### src/vmeint_map.svh
// Purpose: Register offsets, field positions and reset values of the backplane interrupter.
// Assumes: Byte addresses on a 32-bit register bus, one register per aligned word.
// Notes: Definitions only; included by the cycle decoder and the top module.
`ifndef VMEINT_MAP_SVH
`define VMEINT_MAP_SVH

// Byte offset of the interrupt control register.
`define VMEINT_OFS_CTRL 4'h0
// Byte offset of the Status/ID register.
`define VMEINT_OFS_VECT 4'h4
// Position of the request enable bit in the control register.
`define VMEINT_CTRL_EN_BIT 3
// Low bit and high bit of the level field in the control register.
`define VMEINT_CTRL_LVL_LO 0
`define VMEINT_CTRL_LVL_HI 2
// Reset value of the control register: no level, request disabled.
`define VMEINT_CTRL_RST 4'h0
// Reset value of the Status/ID register.
`define VMEINT_VECT_RST 8'h00
// Level code that means no backplane level is selected.
`define VMEINT_LVL_NONE 3'h0
// Value of the cycle class bits that marks a CPU space cycle.
`define VMEINT_FC_CPU 3'h7
// Upper address nibble of an interrupt acknowledge and of a breakpoint cycle.
`define VMEINT_AHI_IACK 4'hF
`define VMEINT_AHI_BRKPT 4'h0

`endif

### src/vmeint_pkg.sv
// Purpose: Types shared by the backplane interrupter files.
// Assumes: Constants live in vmeint_map.svh.
// Notes: Nothing here is imported; users write vmeint_pkg::name.
package vmeint_pkg;

  // Contents of the interrupt control register.
  typedef struct packed {
    logic en;
    logic [2:0] level;
  } vmeint_ctrl_s;

  // Backplane acknowledge inputs after synchronisation.
  typedef struct packed {
    logic iack_n;
    logic iackin_n;
    logic as_n;
    logic ds0_n;
    logic [2:0] lvl;
  } vmeint_vme_s;

  // Local processor cycle inputs after synchronisation.
  typedef struct packed {
    logic as_n;
    logic [2:0] fc;
    logic [3:0] ahi;
  } vmeint_cpu_s;

  // Acknowledge sequencer states, one-hot.
  typedef enum logic [2:0] {
    VMEINT_IDLE = 3'b001,
    VMEINT_MINE = 3'b010,
    VMEINT_PASS = 3'b100
  } vmeint_state_e;

endpackage

### src/vmeint_cpu_dec.sv
// Purpose: Classifies a local processor bus cycle as CPU space, acknowledge or breakpoint.
// Assumes: Inputs are already synchronised; purely combinational.
// Notes: The caller registers the results.
`timescale 1ns/1ps
`include "vmeint_map.svh"
module vmeint_cpu_dec (
  // Cycle class lines and upper address nibble.
  input wire logic [2:0] fc_in,
  input wire logic [3:0] ahi_in,
  // Decoded cycle kinds.
  output logic cpu_space_out,
  output logic iack_cycle_out,
  output logic brkpt_cycle_out
);

  // A CPU space cycle has all three class lines high.
  assign cpu_space_out = (fc_in == `VMEINT_FC_CPU);
  // An acknowledge is a CPU space cycle with the nibble all high.
  assign iack_cycle_out = cpu_space_out && (ahi_in == `VMEINT_AHI_IACK);
  // A breakpoint is a CPU space cycle with the nibble all low.
  assign brkpt_cycle_out = cpu_space_out && (ahi_in == `VMEINT_AHI_BRKPT);

endmodule

### src/vmeint_top.sv
// Purpose: Backplane interrupter with Avalon-MM register access and local cycle decode.
// Assumes: All backplane and processor pins are asynchronous to clock_in.
// Notes: Open-drain lines are driven low whenever their enable is high.
//
// Design decisions made here: register access over Avalon-MM and the register offsets.
`timescale 1ns/1ps
`include "vmeint_map.svh"
module vmeint_top (
  // Clock and reset.
  input wire logic clock_in,
  input wire logic sys_rst_in,
  // Avalon-MM register slave.
  input wire logic [3:0] avs_address_in,
  input wire logic avs_read_in,
  input wire logic avs_write_in,
  input wire logic [3:0] avs_byteenable_in,
  input wire logic [31:0] avs_writedata_in,
  output logic [31:0] avs_readdata_out,
  output logic avs_waitrequest_out,
  // Backplane interrupt request lines 1 to 7, open drain.
  output logic [7:1] vme_irq_n_out,
  output logic [7:1] vme_irq_oe_out,
  // Backplane acknowledge inputs.
  input wire logic vme_iack_n_in,
  input wire logic vme_iackin_n_in,
  input wire logic vme_as_n_in,
  input wire logic vme_ds0_n_in,
  input wire logic [2:0] vme_addr_lvl_in,
  // Backplane acknowledge answers.
  output logic [7:0] vme_data_out,
  output logic vme_data_oe_out,
  output logic vme_dtack_n_out,
  output logic vme_dtack_oe_out,
  output logic vme_iackout_n_out,
  // Local processor cycle inputs.
  input wire logic cpu_as_n_in,
  input wire logic [2:0] cpu_fc_in,
  input wire logic [3:0] cpu_addr_hi_in,
  // Local cycle classification.
  output logic cpu_space_out,
  output logic cpu_iack_cycle_out,
  output logic cpu_brkpt_cycle_out
);

  // Two-stage synchronisers for backplane and processor pins.
  vmeint_pkg::vmeint_vme_s vme_s1_q; // First stage, read only by the second.
  vmeint_pkg::vmeint_vme_s vme_q; // Stable backplane inputs.
  vmeint_pkg::vmeint_cpu_s cpu_s1_q; // First stage, read only by the second.
  vmeint_pkg::vmeint_cpu_s cpu_q; // Stable processor inputs.

  // Register file.
  vmeint_pkg::vmeint_ctrl_s ctrl_q; // Level and request enable.
  logic [7:0] vect_q; // Status/ID byte.

  // Bus handshake.
  logic bus_ack_q; // High in the cycle the request completes.
  logic [31:0] rdata_q; // Read data, valid when the request completes.
  logic wr_take; // A write completes this cycle.
  logic wr_ctrl; // Write to the control register low byte.
  logic wr_vect; // Write to the Status/ID register low byte.

  // Acknowledge sequencer.
  vmeint_pkg::vmeint_state_e state_q; // Current sequencer state.
  logic ack_seen; // A daisy-chain acknowledge has reached this board.
  logic ack_match; // The acknowledge is for our pending level.
  logic ack_take; // Our request is being acknowledged now.
  logic [7:0] data_q; // Status/ID byte driven onto the backplane.
  logic data_oe_q; // Drives the data lines.
  logic dtack_q; // Drives the transfer acknowledge line.
  logic iackout_n_q; // Daisy-chain output.
  logic [7:1] irq_oe_q; // Request line enables.

  // Local decode.
  logic dec_space; // Combinational CPU space flag.
  logic dec_iack; // Combinational acknowledge flag.
  logic dec_brk; // Combinational breakpoint flag.
  logic space_q; // Registered CPU space flag.
  logic iack_q; // Registered acknowledge flag.
  logic brk_q; // Registered breakpoint flag.

  // Both synchronisers run on every edge; the first stage feeds the second only.
  always_ff @(posedge clock_in) begin
    if (sys_rst_in) begin
      vme_s1_q <= '1;
      vme_q <= '1;
      cpu_s1_q <= '1;
      cpu_q <= '1;
    end else begin
      vme_s1_q <= {vme_iack_n_in, vme_iackin_n_in, vme_as_n_in, vme_ds0_n_in, vme_addr_lvl_in};
      vme_q <= vme_s1_q;
      cpu_s1_q <= {cpu_as_n_in, cpu_fc_in, cpu_addr_hi_in};
      cpu_q <= cpu_s1_q;
    end
  end

  // Every request waits one cycle, so read data can come from a flip-flop.
  assign avs_waitrequest_out = (avs_read_in || avs_write_in) && !bus_ack_q;
  assign wr_take = avs_write_in && bus_ack_q;
  assign wr_ctrl = wr_take && avs_byteenable_in[0] && (avs_address_in[3:2] == 2'(`VMEINT_OFS_CTRL >> 2));
  assign wr_vect = wr_take && avs_byteenable_in[0] && (avs_address_in[3:2] == 2'(`VMEINT_OFS_VECT >> 2));
  assign avs_readdata_out = rdata_q;

  // Completion pulse follows the first cycle of each request.
  always_ff @(posedge clock_in) begin
    if (sys_rst_in) begin
      bus_ack_q <= 1'b0;
    end else begin
      bus_ack_q <= (avs_read_in || avs_write_in) && !bus_ack_q;
    end
  end

  // Read data is captured in the wait cycle; unmapped words read zero.
  always_ff @(posedge clock_in) begin
    if (sys_rst_in) begin
      rdata_q <= 32'h00000000;
    end else if (avs_read_in && !bus_ack_q) begin
      if (avs_address_in[3:2] == 2'(`VMEINT_OFS_CTRL >> 2)) begin
        // Pending bits are visible so software can check for an idle interrupter.
        rdata_q <= {28'h0000000, ctrl_q};
      end else if (avs_address_in[3:2] == 2'(`VMEINT_OFS_VECT >> 2)) begin
        rdata_q <= {24'h000000, vect_q};
      end else begin
        rdata_q <= 32'h00000000;
      end
    end
  end

  // Control register: a software write beats the clear from an acknowledge.
  always_ff @(posedge clock_in) begin
    if (sys_rst_in) begin
      ctrl_q <= `VMEINT_CTRL_RST;
    end else if (wr_ctrl) begin
      // Level first with enable low, enable high only in the final write.
      ctrl_q <= avs_writedata_in[`VMEINT_CTRL_EN_BIT:`VMEINT_CTRL_LVL_LO];
    end else if (ack_take) begin
      // Release on acknowledge: clearing the register drops the request.
      ctrl_q <= `VMEINT_CTRL_RST;
    end
  end

  // Status/ID register is only ever changed by software.
  always_ff @(posedge clock_in) begin
    if (sys_rst_in) begin
      vect_q <= `VMEINT_VECT_RST;
    end else if (wr_vect) begin
      vect_q <= avs_writedata_in[7:0];
    end
  end

  // Request line enables follow the control register.
  always_ff @(posedge clock_in) begin
    if (sys_rst_in) begin
      irq_oe_q <= 7'h00;
    end else begin
      for (int i = 1; i <= 7; i++) begin
        // Only the selected line, and only while enabled.
        irq_oe_q[i] <= ctrl_q.en && (ctrl_q.level == 3'(i));
      end
    end
  end
  assign vme_irq_oe_out = irq_oe_q;
  // Open-drain: the level driven is always low.
  assign vme_irq_n_out = 7'h00;

  // An acknowledge for this board needs the chain input, strobes and acknowledge line.
  assign ack_seen = !vme_q.iack_n && !vme_q.iackin_n && !vme_q.as_n && !vme_q.ds0_n;
  // Our own local handler is a legal acknowledger; no source is excluded.
  assign ack_match = ctrl_q.en && (vme_q.lvl == ctrl_q.level);
  assign ack_take = (state_q == vmeint_pkg::VMEINT_IDLE) && ack_seen && ack_match;

  // Acknowledge sequencer.
  always_ff @(posedge clock_in) begin
    if (sys_rst_in) begin
      state_q <= vmeint_pkg::VMEINT_IDLE;
    end else begin
      unique case (state_q)
        vmeint_pkg::VMEINT_IDLE: begin
          // Answer our own level, hand everything else down the chain.
          if (ack_take) begin
            state_q <= vmeint_pkg::VMEINT_MINE;
          end else if (ack_seen) begin
            state_q <= vmeint_pkg::VMEINT_PASS;
          end
        end
        vmeint_pkg::VMEINT_MINE: begin
          // Hold the answer until the handler lifts its data strobe.
          if (vme_q.ds0_n) begin
            state_q <= vmeint_pkg::VMEINT_IDLE;
          end
        end
        vmeint_pkg::VMEINT_PASS: begin
          // Hold the chain open until the address strobe ends the cycle.
          if (vme_q.as_n) begin
            state_q <= vmeint_pkg::VMEINT_IDLE;
          end
        end
        default: begin
          state_q <= vmeint_pkg::VMEINT_IDLE;
        end
      endcase
    end
  end

  // Status/ID byte is latched at the acknowledge so a later write cannot tear it.
  always_ff @(posedge clock_in) begin
    if (sys_rst_in) begin
      data_q <= 8'h00;
      data_oe_q <= 1'b0;
    end else if (ack_take) begin
      data_q <= vect_q;
      data_oe_q <= 1'b1;
    end else if (state_q != vmeint_pkg::VMEINT_MINE) begin
      data_oe_q <= 1'b0;
    end else if (vme_q.ds0_n) begin
      data_oe_q <= 1'b0;
    end
  end

  // Transfer acknowledge follows the data by one cycle for setup.
  always_ff @(posedge clock_in) begin
    if (sys_rst_in) begin
      dtack_q <= 1'b0;
    end else begin
      dtack_q <= (state_q == vmeint_pkg::VMEINT_MINE) && !vme_q.ds0_n;
    end
  end

  // Daisy-chain output is low only while passing an acknowledge on.
  always_ff @(posedge clock_in) begin
    if (sys_rst_in) begin
      iackout_n_q <= 1'b1;
    end else begin
      iackout_n_q <= !((state_q == vmeint_pkg::VMEINT_PASS) && !vme_q.as_n);
    end
  end

  assign vme_data_out = data_q;
  assign vme_data_oe_out = data_oe_q;
  assign vme_dtack_n_out = 1'b0;
  assign vme_dtack_oe_out = dtack_q;
  assign vme_iackout_n_out = iackout_n_q;

  // Local cycle classification logic.
  vmeint_cpu_dec u_dec (
    .fc_in(cpu_q.fc),
    .ahi_in(cpu_q.ahi),
    .cpu_space_out(dec_space),
    .iack_cycle_out(dec_iack),
    .brkpt_cycle_out(dec_brk)
  );

  // Classification is registered and valid only while the processor strobe is low.
  always_ff @(posedge clock_in) begin
    if (sys_rst_in) begin
      space_q <= 1'b0;
      iack_q <= 1'b0;
      brk_q <= 1'b0;
    end else begin
      space_q <= dec_space && !cpu_q.as_n;
      iack_q <= dec_iack && !cpu_q.as_n;
      brk_q <= dec_brk && !cpu_q.as_n;
    end
  end
  assign cpu_space_out = space_q;
  assign cpu_iack_cycle_out = iack_q;
  assign cpu_brkpt_cycle_out = brk_q;
endmodule

### config.mk
export PLATFORM = sky130hd
export DESIGN_NAME = vmeint_top
export DESIGN_NICKNAME = d
export VERILOG_FILES = /design/src/vmeint_pkg.sv /design/src/vmeint_cpu_dec.sv /design/src/vmeint_top.sv
export VERILOG_INCLUDE_DIRS = /design/src /design/src/src
export SDC_FILE = /design/constraint.sdc
export NUM_CORES = 1
export LEC_CHECK = 0
export ABC_AREA = 1
export BUFFER_PORTS_ARGS = -buffer_cell sky130_fd_sc_hd__buf_4
export CORE_ASPECT_RATIO = 0.5
export CORE_UTILIZATION = 36
export DETAILED_ROUTE_END_ITERATION = 10
export GPL_TIMING_DRIVEN = 0
export PLACE_DENSITY = 0.66
export RECOVER_POWER = 100
export SLEW_MARGIN = 10
export SYNTH_ARGS = -nofsm -noshare
export SYNTH_HDL_FRONTEND = slang
export SYNTH_SLANG_ARGS = --single-unit
### constraint.sdc
create_clock -name clock_in -period 1.6 [get_ports clock_in]
set_input_delay 0.08 -clock clock_in [delete_from_list [all_inputs] [get_ports clock_in]]
set_output_delay 0.08 -clock clock_in [all_outputs]
set_load 0.02 [all_outputs]
Word-level counts from Yosys, hierarchy flattened
Index checks and enable logic that the tools add are counted.
Word-level totals
  input port bits: 59
  logic and storage cells: 99
  register bits after elaboration: 99
  output and inout port bits: 62
Operators by class
  muxes and demuxes: 12
  eq/ne operators: 18
  reductions and logical operators: 39
Operators with widths (number)
  $logic_and A1 B1 Y1: 26
  $eq A3 B3 Y1 const B: 6
  $mux W8: 2
  $mux W3: 4
  $eq A3 B2 Y1 const B: 3
  $pmux W3 S3: 1
  $mux W4: 2
  $logic_not A1 Y1: 7
  $eq A3 B1 Y1 const B: 2
  $eq A4 B4 Y1 const B: 1
  $logic_not A4 Y1: 1
  $ne A2 B2 Y1 const B: 2
  $eq A3 B3 Y1: 1
  $mux W1: 3
  $ne A3 B2 Y1 const B: 1
  $ne A3 B3 Y1 const B: 1
  $reduce_and A3 Y1: 1
  $reduce_bool A3 Y1: 1
  $eq A2 B1 Y1 const B: 1
  $logic_not A2 Y1: 1
  $reduce_bool A2 Y1: 1
  $logic_or A1 B1 Y1: 1

Depth between registers and ports, before layout
Gate-level depths: netlist of run 1.
  depth in word-level cells: 8
  gate-level depth with buffers: 8
  gate-level depth less buffers: 8

Modules after synthesis
From an unflattened synthesis of run 1, not the netlist that was laid out.
Second synthesis, totals
  cells, all modules: 364
  area, all modules: 2955.3 um2
By module, submodules not included
  vmeint_top: area an instance 2901.5 um2, instances 1, cells each 352, seq. area each 1501.4 um2
  vmeint_cpu_dec: area an instance 53.8 um2, instances 1, cells each 12, seq. area each 0.0 um2

Least setup slack after synthesis of run 1
OpenSTA, ideal clock, no wires.
  path kind: register to register
  start: reg ctrl_q[0] (netlist name)
  end: reg data_q[2], in the netlist vme_data_out[2]
  path buffers: 2
  clock period less this slack: 1170 ps
  data required time: 1462 ps
  stages on the path, launching flop included: 9
  arrival: 1032 ps
  path slack: 430 ps
  library setup time: 138 ps
  cells stage by stage: dfxtp_1 buf_2 nand2_1 nand2_1 nor2_2 nand3_4 buf_8 nand2_1 a21oi_1
Between the ends
  longest elaborated chain between the ends: 3
Ends and longest elaborated chain
  start, declared: line vmeint_top.sv:52  | vmeint_pkg::vmeint_ctrl_s ctrl_q;
  start signal, assigned: line vmeint_top.sv:131  | ctrl_q <= `VMEINT_CTRL_RST;
  start signal, assigned: line vmeint_top.sv:134  | ctrl_q <= avs_writedata_in[`VMEINT_CTRL_EN_BIT:`VMEINT_CTRL_LVL_LO];
  start signal, assigned: line vmeint_top.sv:137  | ctrl_q <= `VMEINT_CTRL_RST;
  $eq A3 B3 Y1: line vmeint_top.sv:168  | assign ack_match = ctrl_q.en && (vme_q.lvl == ctrl_q.level);
  $logic_and A1 B1 Y1: line vmeint_top.sv:168
  $logic_and A1 B1 Y1: line vmeint_top.sv:169  | assign ack_take = (state_q == vmeint_pkg::VMEINT_IDLE) && ack_seen && ack_match;
  end signal, assigned: line vmeint_top.sv:210  | data_q <= vect_q;
  end, declared: line vmeint_top.sv:67  | logic [7:0] data_q;
Every way passes these cells.
A chain may end at the register's enable or synchronous reset.

Worst setup path in the final report of run 1
  start: reg ctrl_q[1] (netlist name)
  end: reg data_q[6], in the netlist vme_data_out[6]
Same word-level chain as after synthesis.

==> metrics.txt, run 1 <==
Final Core Density a little over half; Ys Warns 0; Final period util between 80% and 90%; Post-Route WL ~5400 µm; clock share of power about half; Post-CTS Setup Inserts 0; critical path data required time 1.79 ns; crit-path cells inv_1, nand2_1, nand2_1, nor2_1, nand3_4, buf_8, nand2_1, a21oi_1; Stages on worst setup path 8; clock transition at the registers of the reported paths 0.06 ns; largest net degree at the start of global routing 14; Startpoint Class flop; Core ar. 7350 µm²; number of max-cap violations 0; Worst path most repeated cell nand2_1; CP max FO 10; CTS Buf Count 9; antenna cells 0; Starting Density 37.3%; #FFs+latches synth 75; clk_lat worst skew 0.33 ns; sequential area share after synthesis ~55%; TritonCTS Sinks between 70 and 80; H-tree depth 3; Mapped Cells a little over 300; syn avg cell area about 8.8 µm²; Final GP Congestion about 0.85; Hold Vio Cnt, Final 0; Sw Share 21.2%; Layout Nets ~490; Critical Path End Type flop; status complete, but fails checks; final setup fails 0; CTS tree done; Die X between 100 and 150 µm; Slew HR between 60% and 70%; Gate power share between 7 and 8%; cell area after synthesis roughly 2700 µm²; P_sw between 0.9 and 1 mW; IO Count 121; final instance area 3840 µm²; worst vdd ir between 500 and 600 µV; cell taking the most area after synthesis dfxtp_1; top cells by area, synth dfxtp_1 55%, buf_4 8.8%, or2_2 7.1%; Largest delay share family, worst path simple AND/OR/NAND/NOR gates; Post-DRT Antenna Nets 0; DRT Pass-1 Iters 9; HPWL Detailed about 3700 µm; WP buf/inv 2; Clock Tree Root clkbuf_16; Worst Clk Skew between 0.003 and 0.004 ns; Placement Rows 22; Crit path largest cell delay around 0.42 ns; drt via density 4.13; Vias between 2000 and 2500; CP arrival roughly 1.6 ns; R2R Setup Slk between 0.2 and 0.25 ns; fin. max-slew vios 0; initial antenna violation count 0; WHS Path Cells 3; share of cells above drive strength 1 between 20% and 30%; vias in the first global route ~2000; Fmax roughly 720 MHz; Netlist cell types 27; DR iter-0 viols 96; Wirelength per Cell about 10 µm; Setup Crit Path Kind flop to flop; gr ovfl total 0; area post-placement ~3400 µm²; Power Density around 1200 nW/µm²; unrepaired setup endpoints after global routing false; Port Buffers just under 60; Max clock buf depth 2; sequential share of power between 40% and 50%; share of the synthesized area in the top cell type 54.8%; leakage power ~1.7 nW; Pint roughly 3.5 mW; Least-Margin Pin Slew 0.516 ns; first-pass GRT wire length 9020 µm; Tot GR Track Use between 10 and 15%; CP max stage cell dfxtp_1; drt drc 4; Chip Height 63.7 µm; Layout area overhead 40.0%; Die Area about 8000 µm²; setup TNS 0 ns; Tmin final about 1.4 ns; violations in the final reports design-rule violations; HP Class input pin to flop; worst reg-to-reg path cell count 8
-- worst register-to-register path: cells and delay by family, from the launching register on --
| family | cells | cell delay [ns] |
|---|---|---|
| flops | 1 | 0.42 |
| simple gates | 5 | 0.49 |
| compound gates | 1 | 0.06 |
| buf+inv | 2 | 0.28 |
-- repair_timing --
action | 4_1_cts | 5_1_grt
endpoints found under the hold margin | 25 | 0
hold buffers | 23 | 0
endpoints found under the setup margin | 0 | 1
resized for setup | 0 | 2
-- per-stage QoR --
stage          setup WS (ns)  power (mW)  hold slack, ns  instances
3_5_place_dp           0.282        2.26           0.268        495
4_1_cts               0.0933        4.47          0.0413        534
6_report               0.215        4.42          0.0523        534
2_1_floorplan          0.430        2.18           0.184        341
5_1_grt                0.105        4.61          0.0607        534
3_3_place_gp           0.321        2.26           0.264        495
-- cells in the mapped netlist --
master     n
dfxtp_1   75
nand2_1   44
nor2_1    37
buf_4     32
or2_2     31
nand3_1   13
inv_1     12
o21ai_0   11
a21oi_1   10
nand4_1    7
clkbuf_1   5
a22oi_1    4
a31oi_1    4
inv_2      4
nor3_1     4
buf_2      3
nor2_2     3
nand2_2    2
a21oi_2    1
a21oi_4    1
buf_1      1
buf_8      1
clkinv_4   1
conb_1     1
nand3_4    1
o21ai_1    1
o21ai_2    1
-- placed cells by master (no fill, tap or decap), types with 2 or more instances in the layout --
master / synthesis / routed
a21oi_1: 10 / 11
a22oi_1: 4 / 4
a31oi_1: 4 / 4
buf_2: 3 / 3
buf_4: 32 / 45
bufinv_16: 0 / 2
clkbuf_1: 5 / 34
clkbuf_16: 0 / 9
clkbuf_4: 0 / 15
clkinv_4: 1 / 2
clkinvlp_4: 0 / 2
conb_1: 1 / 32
dfxtp_1: 75 / 75
dlygate4sd3_1: 0 / 23
inv_1: 12 / 14
inv_2: 4 / 2
nand2_1: 44 / 46
nand3_1: 13 / 13
nand4_1: 7 / 7
nor2_1: 37 / 39
nor3_1: 4 / 4
o21ai_0: 11 / 11
or2_2: 31 / 31
-- registers in the layout, indices dropped and copies added, names as in the netlist, 3 cells and up --
name and cells:
vme_irq_oe_out 7, vect_q 8, vme_data_out 8, state_q 3, vme_q 7, cpu_s1_q 8
cpu_q 8, ctrl_q 4, avs_readdata_out 8, vme_s1_q 7
-- metal layers --
layer  wire (µm)  vias to the layer above  track usage, %
met5           0                        -               0
met4          70                        0            7.01
met3         362                        8            5.78
met2        2440                       82            24.5
met1        2510                      943            16.7
li1            -                     1170               -
-- cell families after synthesis --
group	Yosys count	synth area share (%)
simple gates	142	24.6
flops	75	54.8
compound gates	33	7.26
buf+inv	59	13.2
other cells	1	0.137
-- path summary, 6_finish.rpt --
kind,from,end
max,ctrl_q[1]$_SDFFE_PP0P_,vme_data_out[6]$_SDFFE_PP0P_
min,avs_write_in,bus_ack_q$_SDFF_PP0_
max reg2reg,ctrl_q[1]$_SDFFE_PP0P_,vme_data_out[6]$_SDFFE_PP0P_
min reg2reg,cpu_q[7]$_SDFF_PP1_,cpu_space_out$_SDFF_PP0_
-- power by group through the flow --
stage	logic [mW]	registers (mW)	clock network, mW
floorplan	0.213	1.96	0
global placement	0.295	1.96	0
detailed placement	0.296	1.97	0
CTS	0.342	1.92	2.21
global route	0.367	1.93	2.32
finish	0.337	1.92	2.16
-- area by class of cell --
cell class                 count  area (µm²)
sequential                    75        1500
timing repair buffer          81         553
buffer                        42         294
clock inverter                 6        88.8
multi-input combinational    207         973
fill                         731        3510
inverter                      17        68.8
tap                           96         120
clock buffer                  10         239
Power figures use the tool's default switching activity.
==> run 2, diff against run 1 <==
- RECOVER_POWER: 100 -> 50
==> run 2 against run 1 <==
  * The flow still finishes with violations (design-rule violations)
  * Sequential cell count stayed put
  * Combinational power increased by 1%
  * Die area did not move
  * Via count up 0.32%
  * Non-clock buffer count stayed put
  * Register-to-register slack improved by 0.05 ns
  * Cell count unchanged
  * Power hardly changed
  * Global-route usage unchanged
  * Design area is 2.0% higher
  * Clock power about the same
  * Clock skew about the same
==> metrics.txt, run 2 (same netlist as run 1, synthesis figures left out) <==
status complete, but fails checks; violations in the final reports design-rule violations; CP arrival ~1.5 ns; Starting Density a little under two fifths; share of cells above drive strength 1 32.0%; Worst path most repeated cell nand2_1; largest net degree at the start of global routing 14; Layout area overhead 42.9%; unrepaired setup endpoints after global routing false; first-pass GRT wire length between 9000 and 10000 µm; most frequent cells in the layout 75 x dfxtp_1, 60 x buf_4, 44 x nand2_1, 37 x nor2_1, 32 x conb_1; Slew HR between 60% and 70%; TritonCTS Sinks between 70 and 80; Power Density 1130 nW/µm²; CTS tree done; WP buf/inv 2; Max clock buf depth 2; register area roughly 1500 µm²; clk_lat worst skew approximately 0.33 ns; Placement Rows 22; Crit path largest cell delay roughly 0.43 ns; Final period util 83.4%; Hold Vio Cnt, Final 0; number of max-cap violations 0; Core ar. ~7300 µm²; DRT Pass-1 Iters 9; CTS Buf Count 9; Chip Height around 64 µm; final setup fails 0; Least-Margin Pin Slew between 0.5 and 0.6 ns; Startpoint Class flop; IO Count roughly 120; Vias between 2000 and 2500; H-tree depth 3; Die X roughly 130 µm; DR iter-0 viols 119; multi-input logic area 995 µm²; vias in the first global route ~2000; Tot GR Track Use ~15%; Placed Instances between 400 and 500; crit-path cells inv_2, nand2_1, nand2_1, nor2_2, nand3_4, buf_8, nand2_1, a21oi_1; Port Buffers 58; leakage power 1.74 nW; Fmax about 750 MHz; fin. max-slew vios 0; antenna cells 0; Die Area approximately 8000 µm²; HPWL Detailed 3740 µm; drt via density about 4.1; initial antenna violation count 0; Post-CTS Setup Inserts 0; setup TNS 0 ns; Critical Path End Type flop; Layout Nets a little under 500; FILL cells 713; Largest delay share family, worst path flip-flops; Post-DRT Antenna Nets 0; critical path data required time roughly 1.8 ns; gr ovfl total 0; commonest non-fill, non-tap cell in the layout dfxtp_1; drt drc 4; Setup Crit Path Kind flop to flop; HP Class input pin to flop; Design Power between 4 and 5 mW; Clock Tree Root clkbuf_16; Post-Route WL 5380 µm; Final GP Congestion ~0.85; Non-Filler Instances 534; worst vdd ir between 500 and 600 µV; Tmin final around 1.3 ns; CP max stage cell dfxtp_1; clock transition at the registers of the reported paths 0.06 ns; CP max FO 10; Worst Clk Skew about 0.0036 ns; Wirelength per Cell ~10 µm
-- run 2: area by class of cell --
type / count / share of cell area [%]
flip-flops and latches: 75 / 38.3
multi-input cells: 207 / 25.4
repair buffers: 81 / 15.6
plain buffers: 42 / 7.51
clock buffers: 10 / 6.10
well taps: 96 / 3.07
clock inverters: 6 / 2.27
inverters: 17 / 1.76
-- run 2: path summary, 6_finish.rpt --
kind	startpoint	end	slack, ns	depth (start not counted)
max reg2reg	ctrl_q[1]$_SDFFE_PP0P_	vme_data_out[6]$_SDFFE_PP0P_	0.27	8
min reg2reg	cpu_q[7]$_SDFF_PP1_	cpu_space_out$_SDFF_PP0_	0.40	1
min	avs_write_in	bus_ack_q$_SDFF_PP0_	0.05	3
max	ctrl_q[1]$_SDFFE_PP0P_	vme_data_out[6]$_SDFFE_PP0P_	0.27	8
-- run 2: layer usage --
layer	GRT usage, %	share of wire (%)	vias to the layer above
met5	0	0	-
met1	16.7	46	947
met3	5.78	6.7	8
met2	24.5	45	86
met4	7.01	1.3	0
li1	-	-	1169
-- run 2: worst register-to-register path, delay by kind of cell, from the launching register on --
kind / cells / cell delay, ns
AOI/OAI and AO/OA: 1 / 0.06
buffers and inverters: 2 / 0.26
DFF: 1 / 0.43
and+or+nand+nor: 5 / 0.44
-- run 2: power by group --
part           internal (mW)  total, mW  switching [mW]
clock                   1.41       2.16           0.756
combinational          0.173      0.341           0.168
sequential              1.91       1.92          0.0137
-- run 2: timing repair --
action,CTS,global route
gates resized for setup,0,2
hold buffers,23,0
setup endpoints to repair,0,1
hold endpoints to repair,25,0
-- run 2: through the flow --
stage / setup slack, ns / hold WS [ns] / area, µm² / util (%)
3_5_place_dp: 0.282 / 0.268 / 3410 / 46.4
5_1_grt: 0.141 / 0.0607 / 3920 / 53.3
4_1_cts: 0.0933 / 0.0413 / 3970 / 54.0
3_3_place_gp: 0.321 / 0.264 / 3410 / 46.4
6_report: 0.266 / 0.0515 / 3920 / 53.3
2_1_floorplan: 0.430 / 0.184 / 2860 / -
